### src/logic/osc_sel_pkg.sv
// Constants shared by the internal oscillator selection block
package osc_sel_pkg;
   localparam int CLK_NS = 10;
   localparam int CNT_W  = 18;

   // Register byte offsets on the APB slave
   localparam logic [11:0] CTRL_OFS   = 12'h000;
   localparam logic [11:0] STATUS_OFS = 12'h004;
   localparam logic [11:0] TRIM_OFS   = 12'h008;

   // Control register fields
   localparam int CTRL_MULT_BIT = 7;
   localparam int CTRL_FREQ_LSB = 3;
   localparam int CTRL_SRC_LSB  = 0;

   // Status register fields
   localparam int ST_MULT_RDY  = 6;
   localparam int ST_CFG_SRC   = 5;
   localparam int ST_HF_RDY    = 4;
   localparam int ST_HF_LOCK   = 3;
   localparam int ST_MF_RDY    = 2;
   localparam int ST_LF_RDY    = 1;
   localparam int ST_HF_STABLE = 0;

   // Reset values
   localparam logic [3:0] FREQ_RST = 4'h7;
   localparam logic [1:0] SRC_RST  = 2'h0;
   localparam logic [5:0] TRIM_RST = 6'h00;

   // Encodings
   localparam logic [1:0] CFG_INTERNAL = 2'h0;
   localparam logic [1:0] SRC_DEFAULT  = 2'h0;
   localparam logic [3:0] FREQ_8M_32M  = 4'hE;

   // Oscillator start-up and settling times
   localparam int START_NS     = 2000;
   localparam int LF_START_NS  = 1000;
   localparam int HF_LOCK_NS   = 5000;
   localparam int HF_STABLE_NS = 20000;
   localparam int MULT_LOCK_NS = 2000000;

   localparam int START_CYC     = (START_NS + CLK_NS - 1) / CLK_NS;
   localparam int LF_START_CYC  = (LF_START_NS + CLK_NS - 1) / CLK_NS;
   localparam int HF_LOCK_CYC   = (HF_LOCK_NS + CLK_NS - 1) / CLK_NS;
   localparam int HF_STABLE_CYC = (HF_STABLE_NS + CLK_NS - 1) / CLK_NS;
   localparam int MULT_LOCK_CYC = (MULT_LOCK_NS + CLK_NS - 1) / CLK_NS;

   // Hold-low synchroniser length during a switch
   localparam logic [1:0] SYNC_CYC = 2'h2;

   typedef enum logic [3:0] {
      SRC_NONE = 4'b0001,
      SRC_HF   = 4'b0010,
      SRC_MF   = 4'b0100,
      SRC_LF   = 4'b1000
   } osc_src_e;
endpackage : osc_sel_pkg

### src/logic/internal_osc_clock_select.sv
// Internal oscillator enable, status, trim and glitch-free switch control
`timescale 1ns/1ns
`default_nettype none
module internal_osc_clock_select #(
   parameter int ADDR_W        = 12,
   parameter int MULT_LOCK_CYC = osc_sel_pkg::MULT_LOCK_CYC
) (
   input  wire logic              CLK_SYS_IN,
   input  wire logic              RST_B_IN,
   input  wire logic              PSEL_IN,
   input  wire logic              PENABLE_IN,
   input  wire logic              PWRITE_IN,
   input  wire logic [ADDR_W-1:0] PADDR_IN,
   input  wire logic [31:0]       PWDATA_IN,
   output logic      [31:0]       PRDATA_OUT,
   output logic                   PREADY_OUT,
   output logic                   PSLVERR_OUT,
   input  wire logic [1:0]        CFG_DEFAULT_SRC_IN,
   input  wire logic              CFG_MULT_FORCE_IN,
   input  wire logic              CFG_CLOCK_OUT_PIN_EN_IN,
   input  wire logic              LF_CONSUMER_REQ_IN,
   input  wire logic              PERIPH_RC_REQ_IN,
   output logic                   HF_OSC_EN_OUT,
   output logic                   MF_OSC_EN_OUT,
   output logic                   LF_OSC_EN_OUT,
   output logic                   MULT_EN_OUT,
   output logic                   RC_CLK_EN_OUT,
   output logic      [5:0]        TRIM_OUT,
   output logic      [3:0]        ACTIVE_FREQ_OUT,
   output logic                   ACTIVE_MULT_OUT,
   output logic                   INTERNAL_SRC_OUT,
   output logic                   CLK_HOLD_LOW_OUT,
   output logic                   CLOCK_IN_PIN_GPIO_OUT,
   output logic                   CLOCK_OUT_PIN_FUNC_OUT
);

   localparam int W = osc_sel_pkg::CNT_W;

   typedef enum logic [4:0] {
      SW_IDLE  = 5'b00001,
      SW_START = 5'b00010,
      SW_FALL  = 5'b00100,
      SW_SYNC  = 5'b01000,
      SW_DONE  = 5'b10000
   } sw_state_e;

   // Source oscillator that a frequency code draws on
   function automatic osc_sel_pkg::osc_src_e src_of(input logic [3:0] code);
      if (code[3] || code == 4'h3) begin
         src_of = osc_sel_pkg::SRC_HF;
      end else if (code[2] || code == 4'h2) begin
         src_of = osc_sel_pkg::SRC_MF;
      end else begin
         src_of = osc_sel_pkg::SRC_LF;
      end
   endfunction : src_of

   // Saturating warm-up counter step
   function automatic logic [W-1:0] warm(input logic en,
                                         input logic [W-1:0] cnt);
      if (!en) begin
         warm = '0;
      end else if (cnt == '1) begin
         warm = cnt;
      end else begin
         warm = cnt + W'(1);
      end
   endfunction : warm

   logic             mult_sw_q;
   logic [3:0]       freq_q;
   logic [1:0]       src_q;
   logic [5:0]       trim_q;
   logic [3:0]       active_freq_q;
   logic [3:0]       target_q;
   logic [1:0]       sync_cnt_q;
   logic [W-1:0]     hf_cnt_q;
   logic [W-1:0]     mf_cnt_q;
   logic [W-1:0]     lf_cnt_q;
   logic [W-1:0]     mult_cnt_q;
   logic [6:0]       status_q;
   sw_state_e        state_q;
   logic             internal_sel;
   logic             mult_on;
   logic             hf_need;
   logic             mf_need;
   logic             lf_need;
   logic             hf_rdy;
   logic             mf_rdy;
   logic             lf_rdy;
   logic             target_rdy;
   logic             apb_access;
   logic             apb_write;
   logic [ADDR_W-1:0] ofs_ctrl;
   logic [ADDR_W-1:0] ofs_status;
   logic [ADDR_W-1:0] ofs_trim;
   osc_sel_pkg::osc_src_e req_src;
   osc_sel_pkg::osc_src_e act_src;
   osc_sel_pkg::osc_src_e tgt_src;

   assign ofs_ctrl   = ADDR_W'(osc_sel_pkg::CTRL_OFS);
   assign ofs_status = ADDR_W'(osc_sel_pkg::STATUS_OFS);
   assign ofs_trim   = ADDR_W'(osc_sel_pkg::TRIM_OFS);

   // Internal block drives the system clock: by default configuration
   // under select 00, or by run-time select 1x
   assign internal_sel = src_q[1] ||
      (src_q == osc_sel_pkg::SRC_DEFAULT &&
       CFG_DEFAULT_SRC_IN == osc_sel_pkg::CFG_INTERNAL);

   // Multiplier path; the force bit overrides the software bit
   assign mult_on = CFG_DEFAULT_SRC_IN == osc_sel_pkg::CFG_INTERNAL &&
                    src_q == osc_sel_pkg::SRC_DEFAULT &&
                    freq_q == osc_sel_pkg::FREQ_8M_32M &&
                    (mult_sw_q || CFG_MULT_FORCE_IN);

   assign req_src = src_of(freq_q);
   assign act_src = src_of(active_freq_q);
   assign tgt_src = src_of(target_q);

   // The oscillator feeding the running clock stays on until the switch
   // is over, so the old clock never stops under the CPU
   assign hf_need = (internal_sel && req_src == osc_sel_pkg::SRC_HF) ||
                    (act_src == osc_sel_pkg::SRC_HF) ||
                    (state_q != SW_IDLE &&
                     tgt_src == osc_sel_pkg::SRC_HF);
   // High source is built from the mid oscillator, so it needs it too
   assign mf_need = (internal_sel && req_src == osc_sel_pkg::SRC_MF) ||
                    (act_src == osc_sel_pkg::SRC_MF) ||
                    (state_q != SW_IDLE &&
                     tgt_src == osc_sel_pkg::SRC_MF) ||
                    hf_need;
   assign lf_need = (internal_sel && req_src == osc_sel_pkg::SRC_LF) ||
                    (act_src == osc_sel_pkg::SRC_LF) ||
                    (state_q != SW_IDLE &&
                     tgt_src == osc_sel_pkg::SRC_LF) ||
                    LF_CONSUMER_REQ_IN;

   assign hf_rdy = hf_cnt_q >= W'(osc_sel_pkg::START_CYC);
   assign mf_rdy = mf_cnt_q >= W'(osc_sel_pkg::START_CYC);
   assign lf_rdy = lf_cnt_q >= W'(osc_sel_pkg::LF_START_CYC);

   always_comb begin
      unique case (tgt_src)
         osc_sel_pkg::SRC_HF: target_rdy = hf_rdy;
         osc_sel_pkg::SRC_MF: target_rdy = mf_rdy;
         osc_sel_pkg::SRC_LF: target_rdy = lf_rdy;
         default:             target_rdy = 1'b0;
      endcase
   end

   assign apb_access = PSEL_IN && PENABLE_IN && PREADY_OUT;
   assign apb_write  = apb_access && PWRITE_IN;

   // Control register
   always_ff @(posedge CLK_SYS_IN) begin
      if (!RST_B_IN) begin
         mult_sw_q <= 1'b0;
         freq_q    <= osc_sel_pkg::FREQ_RST;
         src_q     <= osc_sel_pkg::SRC_RST;
      end else if (apb_write && PADDR_IN == ofs_ctrl) begin
         mult_sw_q <= PWDATA_IN[osc_sel_pkg::CTRL_MULT_BIT];
         freq_q    <= PWDATA_IN[osc_sel_pkg::CTRL_FREQ_LSB +: 4];
         src_q     <= PWDATA_IN[osc_sel_pkg::CTRL_SRC_LSB +: 2];
      end
   end

   // Trim goes straight to the high/mid analog core; no settle flag
   always_ff @(posedge CLK_SYS_IN) begin
      if (!RST_B_IN) begin
         trim_q <= osc_sel_pkg::TRIM_RST;
      end else if (apb_write && PADDR_IN == ofs_trim) begin
         trim_q <= PWDATA_IN[5:0];
      end
   end

   // Warm-up counters stand in for the analog ready and accuracy signals
   always_ff @(posedge CLK_SYS_IN) begin
      if (!RST_B_IN) begin
         hf_cnt_q   <= '0;
         mf_cnt_q   <= '0;
         lf_cnt_q   <= '0;
         mult_cnt_q <= '0;
      end else begin
         hf_cnt_q   <= warm(hf_need, hf_cnt_q);
         mf_cnt_q   <= warm(mf_need, mf_cnt_q);
         lf_cnt_q   <= warm(lf_need, lf_cnt_q);
         mult_cnt_q <= warm(mult_on, mult_cnt_q);
      end
   end

   // Switch sequencer
   always_ff @(posedge CLK_SYS_IN) begin
      if (!RST_B_IN) begin
         state_q       <= SW_IDLE;
         target_q      <= osc_sel_pkg::FREQ_RST;
         active_freq_q <= osc_sel_pkg::FREQ_RST;
         sync_cnt_q    <= 2'h0;
      end else begin
         unique case (state_q)
            SW_IDLE: begin
               if (internal_sel && freq_q != active_freq_q) begin
                  target_q <= freq_q;
                  // Same oscillator: no start-up wait
                  if (src_of(freq_q) == act_src) begin
                     state_q <= SW_FALL;
                  end else begin
                     state_q <= SW_START;
                  end
               end
            end
            SW_START: begin
               if (target_rdy) begin
                  state_q <= SW_FALL;
               end
            end
            SW_FALL: begin
               sync_cnt_q <= 2'h0;
               state_q    <= SW_SYNC;
            end
            SW_SYNC: begin
               // Clock held low while the new one passes the synchroniser
               if (sync_cnt_q == osc_sel_pkg::SYNC_CYC - 2'h1) begin
                  active_freq_q <= target_q;
                  state_q       <= SW_DONE;
               end else begin
                  sync_cnt_q <= sync_cnt_q + 2'h1;
               end
            end
            SW_DONE: begin
               state_q <= SW_IDLE;
            end
         endcase
      end
   end

   // Status is frozen during a switch and refreshed once it completes
   always_ff @(posedge CLK_SYS_IN) begin
      if (!RST_B_IN) begin
         status_q <= 7'h00;
      end else if (state_q == SW_IDLE || state_q == SW_DONE) begin
         status_q[osc_sel_pkg::ST_MULT_RDY] <=
            mult_cnt_q >= W'(MULT_LOCK_CYC);
         status_q[osc_sel_pkg::ST_CFG_SRC] <=
            CFG_DEFAULT_SRC_IN != osc_sel_pkg::CFG_INTERNAL &&
            src_q == osc_sel_pkg::SRC_DEFAULT;
         status_q[osc_sel_pkg::ST_HF_RDY] <= hf_rdy;
         status_q[osc_sel_pkg::ST_HF_LOCK] <=
            hf_cnt_q >= W'(osc_sel_pkg::HF_LOCK_CYC);
         status_q[osc_sel_pkg::ST_MF_RDY] <= mf_rdy;
         status_q[osc_sel_pkg::ST_LF_RDY] <= lf_rdy;
         status_q[osc_sel_pkg::ST_HF_STABLE] <=
            hf_cnt_q >= W'(osc_sel_pkg::HF_STABLE_CYC);
      end
   end

   // APB slave: one wait state, answer registered
   always_ff @(posedge CLK_SYS_IN) begin
      if (!RST_B_IN) begin
         PREADY_OUT  <= 1'b0;
         PRDATA_OUT  <= 32'h0000_0000;
         PSLVERR_OUT <= 1'b0;
      end else if (PSEL_IN && PENABLE_IN && !PREADY_OUT) begin
         PREADY_OUT  <= 1'b1;
         PRDATA_OUT  <= 32'h0000_0000;
         PSLVERR_OUT <= 1'b0;
         if (PADDR_IN == ofs_ctrl) begin
            PRDATA_OUT[7:0] <= {mult_sw_q, freq_q, 1'b0, src_q};
         end else if (PADDR_IN == ofs_status) begin
            PRDATA_OUT[6:0] <= status_q;
         end else if (PADDR_IN == ofs_trim) begin
            PRDATA_OUT[5:0] <= trim_q;
         end else begin
            PSLVERR_OUT <= 1'b1;
         end
      end else begin
         PREADY_OUT  <= 1'b0;
         PSLVERR_OUT <= 1'b0;
      end
   end

   // Oscillator, multiplier and pin controls
   always_ff @(posedge CLK_SYS_IN) begin
      if (!RST_B_IN) begin
         HF_OSC_EN_OUT    <= 1'b0;
         MF_OSC_EN_OUT    <= 1'b0;
         LF_OSC_EN_OUT    <= 1'b0;
         MULT_EN_OUT      <= 1'b0;
         RC_CLK_EN_OUT    <= 1'b0;
         TRIM_OUT         <= osc_sel_pkg::TRIM_RST;
         INTERNAL_SRC_OUT <= 1'b0;
         CLOCK_IN_PIN_GPIO_OUT   <= 1'b0;
         CLOCK_OUT_PIN_FUNC_OUT  <= 1'b0;
      end else begin
         HF_OSC_EN_OUT    <= hf_need;
         MF_OSC_EN_OUT    <= mf_need;
         LF_OSC_EN_OUT    <= lf_need;
         MULT_EN_OUT      <= mult_on;
         // Sleep does not gate the peripheral RC clock
         RC_CLK_EN_OUT    <= PERIPH_RC_REQ_IN;
         // Trim feeds only the mid core and thus the high source
         TRIM_OUT         <= trim_q;
         INTERNAL_SRC_OUT <= internal_sel;
         CLOCK_IN_PIN_GPIO_OUT   <= internal_sel;
         CLOCK_OUT_PIN_FUNC_OUT  <= CFG_CLOCK_OUT_PIN_EN_IN;
      end
   end

   // Active selection seen by the clock mux
   always_ff @(posedge CLK_SYS_IN) begin
      if (!RST_B_IN) begin
         ACTIVE_FREQ_OUT  <= osc_sel_pkg::FREQ_RST;
         ACTIVE_MULT_OUT  <= 1'b0;
         CLK_HOLD_LOW_OUT <= 1'b0;
      end else begin
         ACTIVE_FREQ_OUT  <= active_freq_q;
         // With the force bit the 1110 code means the multiplied clock once locked, under select 00 and internal default
         ACTIVE_MULT_OUT  <= mult_on &&
                             active_freq_q == osc_sel_pkg::FREQ_8M_32M &&
                             mult_cnt_q >= W'(MULT_LOCK_CYC);
         CLK_HOLD_LOW_OUT <= state_q == SW_FALL || state_q == SW_SYNC;
      end
   end

endmodule : internal_osc_clock_select
`default_nettype wire

### config.mk
export PLATFORM = sky130hd
export DESIGN_NAME = internal_osc_clock_select
export DESIGN_NICKNAME = d
export VERILOG_FILES = /design/src/logic/osc_sel_pkg.sv /design/src/logic/internal_osc_clock_select.sv
export SDC_FILE = /design/constraint.sdc
export NUM_CORES = 1
export LEC_CHECK = 0
export BUFFER_PORTS_ARGS = -buffer_cell sky130_fd_sc_hd__buf_4
export CAP_MARGIN = 10
export CORE_MARGIN = 2
export CORE_UTILIZATION = 45
export DETAILED_ROUTE_END_ITERATION = 6
export PLACE_DENSITY = 0.66
export SKIP_LAST_GASP = 1
export SLEW_MARGIN = 15
export SYNTH_ARGS = -nofsm -noshare
export SYNTH_HDL_FRONTEND = slang
export SYNTH_SLANG_ARGS = --single-unit
### constraint.sdc
create_clock -name CLK_SYS_IN -period 3.8 [get_ports CLK_SYS_IN]
set_clock_uncertainty 0.05 [all_clocks]
set_input_delay 0.57 -clock CLK_SYS_IN [delete_from_list [all_inputs] [get_ports CLK_SYS_IN]]
set_output_delay 0.57 -clock CLK_SYS_IN [all_outputs]
set_load 0.02 [all_outputs]
==> run metrics, run 1 <==
fraction of layout instances using a drive strength above 1=between 10% and 20%; Max VDD drop=0.328 mV; die outline width=126 µm; detailed-route wire length=14.1 mm; detailed placer's ending HPWL=9.99 mm; area of the multi-input gates=3650 µm²; top-level port count=109; classification of the worst-slack hold path=in -> reg; core area=between 10,000 and 15,000 µm²; number of enable-type register cells in the synthesized netlist=0; detailed-route vias per instance=5.43; post-route setup TNS=0 ps; share of synthesized area occupied by flip-flops and latches=40.4%; startpoint class of the critical path=flip-flop; yosys warns=0; mean routed wirelength per cell=13.8 µm; worst setup slack for register-to-register paths=approximately 1600 ps; CTS-repair resized insts=0; post-layout minimum cycle time=2190 ps; Fin. Hold Viols=0; sort of element at the end of the critical path=flip-flop; number of hold buffers added after CTS=0; number of I/O port buffers=60; area growth from synthesis to layout=15.5%; end point of the worst hold path=CLOCK_OUT_PIN_FUNC_OUT$_SDFF_PN0_; Total Routing Usage GR=between 15 and 20%; number of distinct library cells after synthesis=63; required time reported for the critical path endpoint=4020 ps; clock tree from TritonCTS=built; total gr overflow=0; count of nets after finishing=about 900; Final Slew Violations=0; Max Clock Freq=roughly 460 MHz; slew at the pin with the worst max-slew slack=847 ps; # H-tree levels=4; Critical R2R Capture=lf_cnt_q[2]$_SDFFE_PN0P_; worst path arrival time=about 2400 ps; Critical Setup Path Class=reg -> reg; max-cap violations=0; count of standard-cell rows=44; clock tree buffer depth=2; startpoint of the worst hold path=CFG_CLOCK_OUT_PIN_EN_IN; relative max-transition margin=43.4%; number of clock buffers inserted by TritonCTS=17; total power of the final layout=around 3.3 mW; routed vias=around 5,500; leakage component of the power=2.89 nW; fin crit share=57.6%; die span in y=126 µm; post-synthesis sequential element count=136; Async SR Flop Fraction=0%; first-pass iteration count of the detailed router=4; number of setup violations in the final report=0; initial antenna violation count=0; source-to-sink clock delay at the later pin of the worst-skew pair=420 ps; leading register cell type out of synthesis=sky130_fd_sc_hd__dfxtp_1; antenna viol nets, final=0; Post-Syn Instances=a little under 800; critical path fanouts, max=19; result of the run=finished clean; pin count of the biggest net entering global routing=60; DRC errors left=0; Reg clk slew, reported paths=60 ps; starting utilization of the core area=46.2%; unrepaired setup endpoints after global routing=false; DRT iter0 DRCs=344; depth of the worst hold-timing path=2; n_diodes=0; via count of the first global-routing pass=5,162; Die Area=16,000 µm²; clock root buffer=sky130_fd_sc_hd__clkbuf_16; Worst R2R Path Depth=5; Pwr per Cell Area=424 nW/µm²; buffers inserted by post-CTS timing repair=0; clock sink count=136; syn_area_per_cell=~8.6 µm²; weighted congestion reported at the end of routability-driven placement=0.862; FF-to-FF Start=state_q[2]$_SDFFE_PN0P_; Filler Cells Inserted=about 1,300; cell area after technology mapping=6730 µm²; first-pass GRT wire length=23.8 mm; sequential cell area in the final layout=2720 µm²
-- sequential cells by signal, indices dropped and copies added, names as in the netlist, 2 cells and up --
register         flops
hf_cnt_q            18
lf_cnt_q            18
mf_cnt_q            18
mult_cnt_q          18
PRDATA_OUT           8
status_q             7
TRIM_OUT             6
trim_q               6
state_q              5
ACTIVE_FREQ_OUT      4
active_freq_q        4
freq_q               4
target_q             4
src_q                2
sync_cnt_q           2
-- layer usage --
layer	track usage (%)	share of wire, %	vias to the layer above
li1	-	-	2786
met1	22.4	46	2639
met2	30.1	50	88
met3	4.51	3.1	16
met4	5.95	1.3	0
met5	0	0	-
-- cell type report --
type	count	area share (%)
clock inverter	7	1.16
sequential	136	35.0
clock buffer	24	6.58
multi-input combinational	580	47.0
inverter	25	1.21
tap	184	2.96
timing repair buffer	63	6.08
-- stage by stage --
stage / instances / utilization, % / instance area [µm²] / hold slack, ps / setup WS (ps)
2_1_floorplan: 802 / - / 6820 / 402 / 1750
3_3_place_gp: 988 / 49.2 / 7170 / 412 / 1290
3_5_place_dp: 988 / 49.2 / 7170 / 416 / 1250
4_1_cts: 1019 / 53.3 / 7780 / 304 / 1610
5_1_grt: 1019 / 53.3 / 7780 / 315 / 1370
6_report: 1019 / 53.3 / 7780 / 319 / 1610
-- cells in the mapped netlist (2+ instances only) --
master	instances	area, µm²
sky130_fd_sc_hd__dfxtp_1	136	2720
sky130_fd_sc_hd__nor2_1	86	323
sky130_fd_sc_hd__nand2_1	54	203
sky130_fd_sc_hd__nand3_1	42	210
sky130_fd_sc_hd__mux2i_1	37	370
sky130_fd_sc_hd__xnor2_1	31	272
sky130_fd_sc_hd__buf_4	29	218
sky130_fd_sc_hd__o21ai_0	28	140
sky130_fd_sc_hd__inv_1	25	93.8
sky130_fd_sc_hd__a21oi_1	24	120
sky130_fd_sc_hd__xor2_1	24	210
sky130_fd_sc_hd__clkbuf_1	23	86.3
sky130_fd_sc_hd__nor2b_1	23	144
sky130_fd_sc_hd__nor3_1	21	105
sky130_fd_sc_hd__nand4_1	19	119
sky130_fd_sc_hd__and2_1	18	113
sky130_fd_sc_hd__and3_1	12	75.1
sky130_fd_sc_hd__nor4_1	12	75.1
sky130_fd_sc_hd__a211oi_1	11	82.6
sky130_fd_sc_hd__and4_1	10	87.6
sky130_fd_sc_hd__ha_1	9	113
sky130_fd_sc_hd__a31oi_1	8	50.1
sky130_fd_sc_hd__a21boi_0	7	52.6
sky130_fd_sc_hd__buf_2	7	35.0
sky130_fd_sc_hd__nand3b_1	6	45.0
sky130_fd_sc_hd__a22oi_1	5	37.5
sky130_fd_sc_hd__nand2b_1	5	31.3
sky130_fd_sc_hd__nor3b_1	5	37.5
sky130_fd_sc_hd__o211ai_1	5	37.5
sky130_fd_sc_hd__a311oi_1	4	35.0
sky130_fd_sc_hd__nor4_2	4	50.1
sky130_fd_sc_hd__o2111ai_1	4	35.0
sky130_fd_sc_hd__o311ai_0	4	35.0
sky130_fd_sc_hd__or3_1	4	25.0
sky130_fd_sc_hd__or4_1	3	22.5
sky130_fd_sc_hd__a2111oi_0	2	17.5
sky130_fd_sc_hd__a211o_1	2	17.5
sky130_fd_sc_hd__and3b_1	2	17.5
sky130_fd_sc_hd__nor3_2	2	20.0
sky130_fd_sc_hd__o211a_1	2	20.0
sky130_fd_sc_hd__or2_2	2	12.5
-- worst max-delay path by stage --
| stage | from | endpoint | slack (ps) |
|---|---|---|---|
| finish | state_q[2]$_SDFFE_PN0P_ | lf_cnt_q[2]$_SDFFE_PN0P_ | 1610 |
| global route | state_q[2]$_SDFFE_PN0P_ | lf_cnt_q[2]$_SDFFE_PN0P_ | 1370 |
| CTS | state_q[2]$_SDFFE_PN0P_ | lf_cnt_q[2]$_SDFFE_PN0P_ | 1610 |
| detailed placement | PADDR_IN[5] | trim_q[2]$_SDFFE_PN0P_ | 1250 |
| global placement | PADDR_IN[5] | trim_q[0]$_SDFFE_PN0P_ | 1290 |
| floorplan | PADDR_IN[5] | freq_q[0]$_SDFFE_PN1P_ | 1750 |
-- cell usage in the layout (no fill, tap or decap), drive strengths merged, types with 5 or more instances in the layout --
master / count
clkbuf: 24
a22oi: 5
o21ai: 29
o211ai: 5
and2: 18
nand3: 43
nor3b: 5
a31oi: 8
and4: 10
nand2: 54
nand3b: 6
a211oi: 11
xor2: 24
inv: 25
a21oi: 24
nor3: 23
nor2b: 23
mux2i: 37
conb: 24
nor4: 17
nand4: 20
nand2b: 5
ha: 9
dfxtp: 136
and3: 12
a21boi: 8
buf: 63
xnor2: 31
nor2: 86
-- kinds of logic (layout without fill, tap and decap cells) --
| logic type | after synthesis | in the layout | share of synthesized area [%] |
|---|---|---|---|
| xor gates and xnor gates | 55 | 55 | 7.15 |
| muxes | 37 | 37 | 5.50 |
| DFF | 136 | 136 | 40.4 |
| buffers and inverters | 86 | 119 | 6.65 |
| AOI/OAI and AO/OA | 118 | 118 | 11.8 |
| other | 1 | 24 | 0.0557 |
| adders and majority gates | 9 | 9 | 1.67 |
| and+or+nand+nor | 337 | 337 | 26.8 |
-- worst max-delay path, cell delays in order (launching register included) --
cell and delay [ps]:
sky130_fd_sc_hd__dfxtp_1 420, sky130_fd_sc_hd__nor3_2 340, sky130_fd_sc_hd__nand3_1 170, sky130_fd_sc_hd__a211o_1 300, sky130_fd_sc_hd__o21ai_2 640, sky130_fd_sc_hd__nor3_1 130
-- report_power, final --
| part | leakage, nW | total [mW] | switching [mW] | internal (mW) |
|---|---|---|---|---|
| Sequential | 1.10 | 1.47 | 0.0222 | 1.45 |
| Clock | 0.294 | 1.64 | 0.579 | 1.06 |
| Combinational | 1.50 | 0.186 | 0.113 | 0.0731 |
| Total | 2.89 | 3.30 | 0.714 | 2.59 |
(Power assumes the default switching activity.)
==> run 2, diff against run 1 <==
clock period = 2.15 ns   (was 3.8 ns; I/O delays follow)
==> run metrics, run 2 (synthesized netlist as in run 1, its figures left out) <==
starting utilization of the core area=46.2% (unchanged); source-to-sink clock delay at the later pin of the worst-skew pair=420 ps (about the same); Pwr per Cell Area=733 nW/µm² (+73%); final standard cell area without fillers=7950 µm² (+2.3%); first-pass iteration count of the detailed router=4 (unchanged); fraction of power consumed by combinational cells=5.9% (+0.3 points); WP buf/inv=0 (unchanged); number of hold buffers added after CTS=0 (unchanged); post-placement cell area=7360 µm² (+2.5%); Net Sw Frac=21.9% (+0.28 points); mean routed wirelength per cell=14.1 µm (+2.1%); fin crit share=93.3% (+36 points); die span in y=126 µm (unchanged); detailed-route wire length=14.7 mm (+4.3%); Total Routing Usage GR=19.1% (+1.2 points); clock root buffer=sky130_fd_sc_hd__clkbuf_16; detailed-route vias per instance=5.36 (-1.2%); category of cells accounting for the largest share of critical-path delay=simple AND/OR/NAND/NOR gates; die outline width=126 µm (unchanged); P_int=4.55 mW (+76%); required time reported for the critical path endpoint=2400 ps (-1620 ps); Final Slew Violations=0 (unchanged); area growth from synthesis to layout=18.1%; series of cell instances along the critical path=and3_1 > nand4_2 > or4_1 > nor3_1 > a211oi_1; core area=14,600 µm² (unchanged); first-pass GRT wire length=25.4 mm (+6.3%); weighted congestion reported at the end of routability-driven placement=0.851 (-1.3%); leakage component of the power=3.01 nW (+4.1%); Psw=1.28 mW (+79%); count of nets after finishing=908 (+2.4%); Max VDD drop=0.620 mV (+89%); clock tree from TritonCTS=built; # H-tree levels=4 (unchanged); cell at the slowest stage of the critical path=sky130_fd_sc_hd__or4_1; max-cap violations=0 (unchanged); slew at the pin with the worst max-slew slack=498 ps (-349 ps); post-layout minimum cycle time=2010 ps (-182 ps); count of standard-cell rows=44 (unchanged); classification of the worst-slack hold path=in -> reg; Reg clk slew, reported paths=50 ps (about the same); clock group share of total power=49.5% (-0.3 points); antenna viol nets, final=0 (unchanged); startpoint of the worst hold path=CFG_CLOCK_OUT_PIN_EN_IN; total gr overflow=0 (unchanged); result of the run=finished clean; Critical Setup Path Class=reg -> reg; CTS-repair resized insts=0 (unchanged); buffers inserted by post-CTS timing repair=0 (unchanged); worst path arrival time=2260 ps (-140 ps); detailed placer's ending HPWL=10.5 mm (+5.3%); delay contributed by the slowest stage of the critical path=570 ps (-70 ps); post-route setup TNS=0 ps (unchanged); number of I/O port buffers=60 (unchanged); fraction of layout instances using a drive strength above 1=15.2% (+2.1 points); Fin. Hold Viols=0 (unchanged); unrepaired setup endpoints after global routing=false; n_diodes=0 (unchanged); power share of the sequential group=44.7% (about the same); FF-to-FF Start=lf_cnt_q[2]$_SDFFE_PN0P_; via count of the first global-routing pass=5,532 (+7.2%); DRC errors left=0 (unchanged); number of clock buffers inserted by TritonCTS=17 (unchanged); leading cell type in the layout, fill and taps excluded=sky130_fd_sc_hd__dfxtp_1; critical path fanouts, max=7 (-12); Max Clock Freq=499 MHz (+9.1%); startpoint class of the critical path=flip-flop; sort of element at the end of the critical path=flip-flop; routed vias=5,580 (+0.92%); critical path launch point=lf_cnt_q[2]$_SDFFE_PN0P_; leading cell types in the layout, fill and taps excluded=sky130_fd_sc_hd__dfxtp_1, sky130_fd_sc_hd__nor2_1, sky130_fd_sc_hd__buf_4; number of setup violations in the final report=0 (unchanged); DRT iter0 DRCs=305 (-11%); post-layout util=54.5% (+1.2 points); pin count of the biggest net entering global routing=47 (-22%); top-level port count=109 (unchanged); clock sink count=136 (unchanged); relative max-transition margin=65.9% (+23 points); Die Area=16,000 µm² (unchanged); initial antenna violation count=0 (unchanged); clock tree buffer depth=2 (unchanged)
[run 2: area by class of cell]
cell class | instances | area (µm²)
clock buffer | 24 | 502
inverter | 25 | 93.8
fill | 1328 | 6640
tap | 184 | 230
clock inverter | 8 | 92.6
multi-input combinational | 580 | 3650
sequential | 136 | 2720
timing repair buffer | 84 | 656
[run 2: power by group through the flow]
stage          Clock, mW  Combinational (mW)  Sequential (mW)
6_report            2.88               0.342             2.60
5_1_grt             3.05               0.376             2.61
4_1_cts             2.95               0.342             2.60
3_5_place_dp           0               0.340             2.66
3_3_place_gp           0               0.335             2.65
2_1_floorplan          0               0.270             2.64
[run 2: worst paths after layout]
check / endpoint / slack [ps] / cells past startpoint
worst min register to register: PRDATA_OUT[7]$_SDFFE_PN0P_ / 420 / 2
worst max-delay path: lf_cnt_q[17]$_SDFFE_PN0P_ / 140 / 5
worst max register to register: lf_cnt_q[17]$_SDFFE_PN0P_ / 140 / 5
worst min-delay path: CLOCK_OUT_PIN_FUNC_OUT$_SDFF_PN0_ / 60 / 2
[run 2: per-layer routing]
layer / vias to the layer above / share of wire, % / wire (µm) / track usage (%)
met1: 2651 / 44 / 6420 / 22.6
met3: 20 / 4.0 / 580 / 4.60
met5: - / 0 / 0 / 0
met2: 97 / 51 / 7420 / 33.3
met4: 0 / 1.7 / 245 / 7.63
li1: 2812 / - / - / -
[run 2: through the flow]
step | hold WS [ps] | power (mW) | instances | setup slack (ps)
2_1_floorplan | 398 | 2.91 | 802 | 331
3_3_place_gp | 408 | 2.99 | 1009 | 52.2
3_5_place_dp | 410 | 3.00 | 1009 | 30.0
4_1_cts | 49.4 | 5.89 | 1041 | 192
5_1_grt | 50.5 | 6.03 | 1041 | 53.3
6_report | 62.2 | 5.83 | 1041 | 145
==> run 3, diff against run 2 <==
CORE_UTILIZATION = 57   (was 45)
PLACE_DENSITY = 0.8   (was 0.66)
==> run metrics, run 3 (synthesized netlist as in run 1, its figures left out) <==
result of the run=finished clean; weighted congestion reported at the end of routability-driven placement=0.895 (+5.2%); Worst R2R Path Depth=6 (+1); delay contributed by the slowest stage of the critical path=420 ps (-150 ps); FF-to-FF Start=state_q[2]$_SDFFE_PN0P_; series of cell instances along the critical path=nor3_2 > a32oi_1 > o31ai_2 > a21boi_4 > buf_4 > nor2_1; clock tree from TritonCTS=built; worst hold slack across all endpoints=61.2 ps (-0.929 ps); depth of the worst hold-timing path=2 (unchanged); post-layout minimum cycle time=2010 ps (+1.71 ps); Critical Setup Path Class=reg -> reg; routed vias=5,665 (+1.5%); number of I/O port buffers=60 (unchanged); count of nets after finishing=905 (-0.33%); clock tree buffer depth=2 (unchanged); Pwr per Cell Area=742 nW/µm² (+1.3%); fraction of power consumed by combinational cells=5.8% (about the same); die span in y=113 µm (-11%); mean routed wirelength per cell=14.5 µm (+3.3%); unrepaired setup endpoints after global routing=false; clock group share of total power=49.6% (about the same); leading cell types in the layout, fill and taps excluded=sky130_fd_sc_hd__dfxtp_1, sky130_fd_sc_hd__nor2_1, sky130_fd_sc_hd__buf_4; first-pass GRT wire length=24.0 mm (-5.5%); leading cell type in the layout, fill and taps excluded=sky130_fd_sc_hd__dfxtp_1; worst setup slack for register-to-register paths=140 ps (about the same); fraction of layout instances using a drive strength above 1=14.6% (-0.53 points); core area=11,500 µm² (-21%); detailed-route vias per instance=5.68 (+6.0%); startpoint of the worst hold path=CFG_CLOCK_OUT_PIN_EN_IN; Total Routing Usage GR=23.0% (+3.9 points); initial antenna violation count=0 (unchanged); buffers inserted by post-CTS timing repair=0 (unchanged); source-to-sink clock delay at the later pin of the worst-skew pair=420 ps (about the same); clock root buffer=sky130_fd_sc_hd__clkbuf_16; starting utilization of the core area=58.7% (+13 points); Final Slew Violations=0 (unchanged); end point of the worst hold path=CLOCK_OUT_PIN_FUNC_OUT$_SDFF_PN0_; startpoint class of the critical path=flip-flop; CTS-repair resized insts=0 (unchanged); critical path fanouts, max=19 (+12); classification of the worst-slack hold path=in -> reg; required time reported for the critical path endpoint=2400 ps (about the same); area growth from synthesis to layout=16.7%; Psw=1.27 mW (-0.83%); post-placement cell area=7270 µm² (-1.2%); Max VDD drop=0.688 mV (+11%); detailed-route wire length=14.5 mm (-1.1%); total gr overflow=0 (unchanged); instance count after placement with tap cells included=965 (-4.4%); detailed placer's ending HPWL=10.3 mm (-2.2%); relative max-transition margin=55.9% (-10 points); fin crit share=93.3% (about the same); DRT iter0 DRCs=404 (+32%); total power of the final layout=5.84 mW (+0.19%); number of clock buffers inserted by TritonCTS=17 (unchanged); sort of element at the end of the critical path=flip-flop; leakage component of the power=2.98 nW (-0.87%); power share of the sequential group=44.6% (about the same); antenna viol nets, final=0 (unchanged); category of cells accounting for the largest share of critical-path delay=compound AO/OA/AOI/OAI gates; pin count of the biggest net entering global routing=38 (-19%); number of hold buffers added after CTS=0 (unchanged); slew at the pin with the worst max-slew slack=660 ps (+161 ps); P_int=4.57 mW (+0.47%); Net Sw Frac=21.7% (-0.22 points); Reg clk slew, reported paths=60 ps (about the same); WP buf/inv=1 (+1); Fin. Hold Viols=0 (unchanged); Filler Cells Inserted=875 (-34%); n_diodes=0 (unchanged); Die Area=12,700 µm² (-20%); # H-tree levels=4 (unchanged); first-pass iteration count of the detailed router=5 (+1); Critical R2R Capture=mf_cnt_q[14]$_SDFFE_PN0P_; number of setup violations in the final report=0 (unchanged); worst path arrival time=2260 ps (about the same); cell at the slowest stage of the critical path=sky130_fd_sc_hd__dfxtp_1; die outline width=113 µm (-11%); Max Clock Freq=498 MHz (about the same); top-level port count=109 (unchanged); via count of the first global-routing pass=5,209 (-5.8%); clock sink count=136 (unchanged); count of standard-cell rows=39 (-11%); max-cap violations=0 (unchanged); final standard cell area without fillers=7860 µm² (-1.1%); post-layout instance count excluding filler cells=997 (-4.2%); DRC errors left=0 (unchanged)
==> run 3: changes by cell type in the layout (fill, tap and decap cells not counted), sizes merged <==
cell    delta
buf        -3
clkbuf     -1
bufinv     +1
==> run 3: area by class of cell <==
type | count | area, µm² | area share, %
Multi-Input combinational cell | 580 | 3650 | 46.5
Clock inverter | 9 | 123 | 1.56
Timing Repair Buffer | 81 | 621 | 7.89
Tap cell | 143 | 179 | 2.28
Inverter | 25 | 93.8 | 1.19
Clock buffer | 23 | 468 | 5.95
Sequential cell | 136 | 2720 | 34.6
==> run 3: power groups by stage <==
| stage | clock network (mW) | registers [mW] | logic (mW) |
|---|---|---|---|
| after CTS | 2.93 | 2.60 | 0.336 |
| after detailed placement | 0 | 2.66 | 0.333 |
| after floorplan | 0 | 2.64 | 0.270 |
| after global routing | 3.04 | 2.61 | 0.369 |
| after global placement | 0 | 2.65 | 0.326 |
| final | 2.90 | 2.60 | 0.338 |
==> run 3: worst max-delay path by stage <==
stage                                         start                         to  slack, ps  depth (start not counted)
after global routing      hf_cnt_q[12]$_SDFFE_PN0P_    state_q[2]$_SDFFE_PN0P_          2                          5
after global placement                  PADDR_IN[5]     freq_q[0]$_SDFFE_PN1P_         50                          7
after floorplan            lf_cnt_q[1]$_SDFFE_PN0P_   lf_cnt_q[1]$_SDFFE_PN0P_        330                          7
after CTS                     src_q[0]$_SDFFE_PN0P_    state_q[2]$_SDFFE_PN0P_        110                          5
final                       state_q[2]$_SDFFE_PN0P_  mf_cnt_q[14]$_SDFFE_PN0P_        140                          6
after detailed placement                PADDR_IN[5]     freq_q[2]$_SDFFE_PN1P_        -20                          7
==> run 3: routing by layer <==
layer / global-route usage [%] / part of all wire (%) / vias to the layer above
met2: 38.7 / 48 / 172
met3: 6.59 / 5.5 / 19
li1: - / - / 2815
met4: 6.59 / 1.3 / 0
met1: 28.8 / 45 / 2659
met5: 0 / 0 / -
==> run 3: through the flow <==
stage	setup TNS (ps)	worst slack, ps	util, %
after floorplan	0	331	-
after global placement	0	53.0	63.4
after detailed placement	-18.9	-15.9	63.4
after CTS	0	106	68.6
after global routing	0	1.85	68.6
final	0	143	68.6
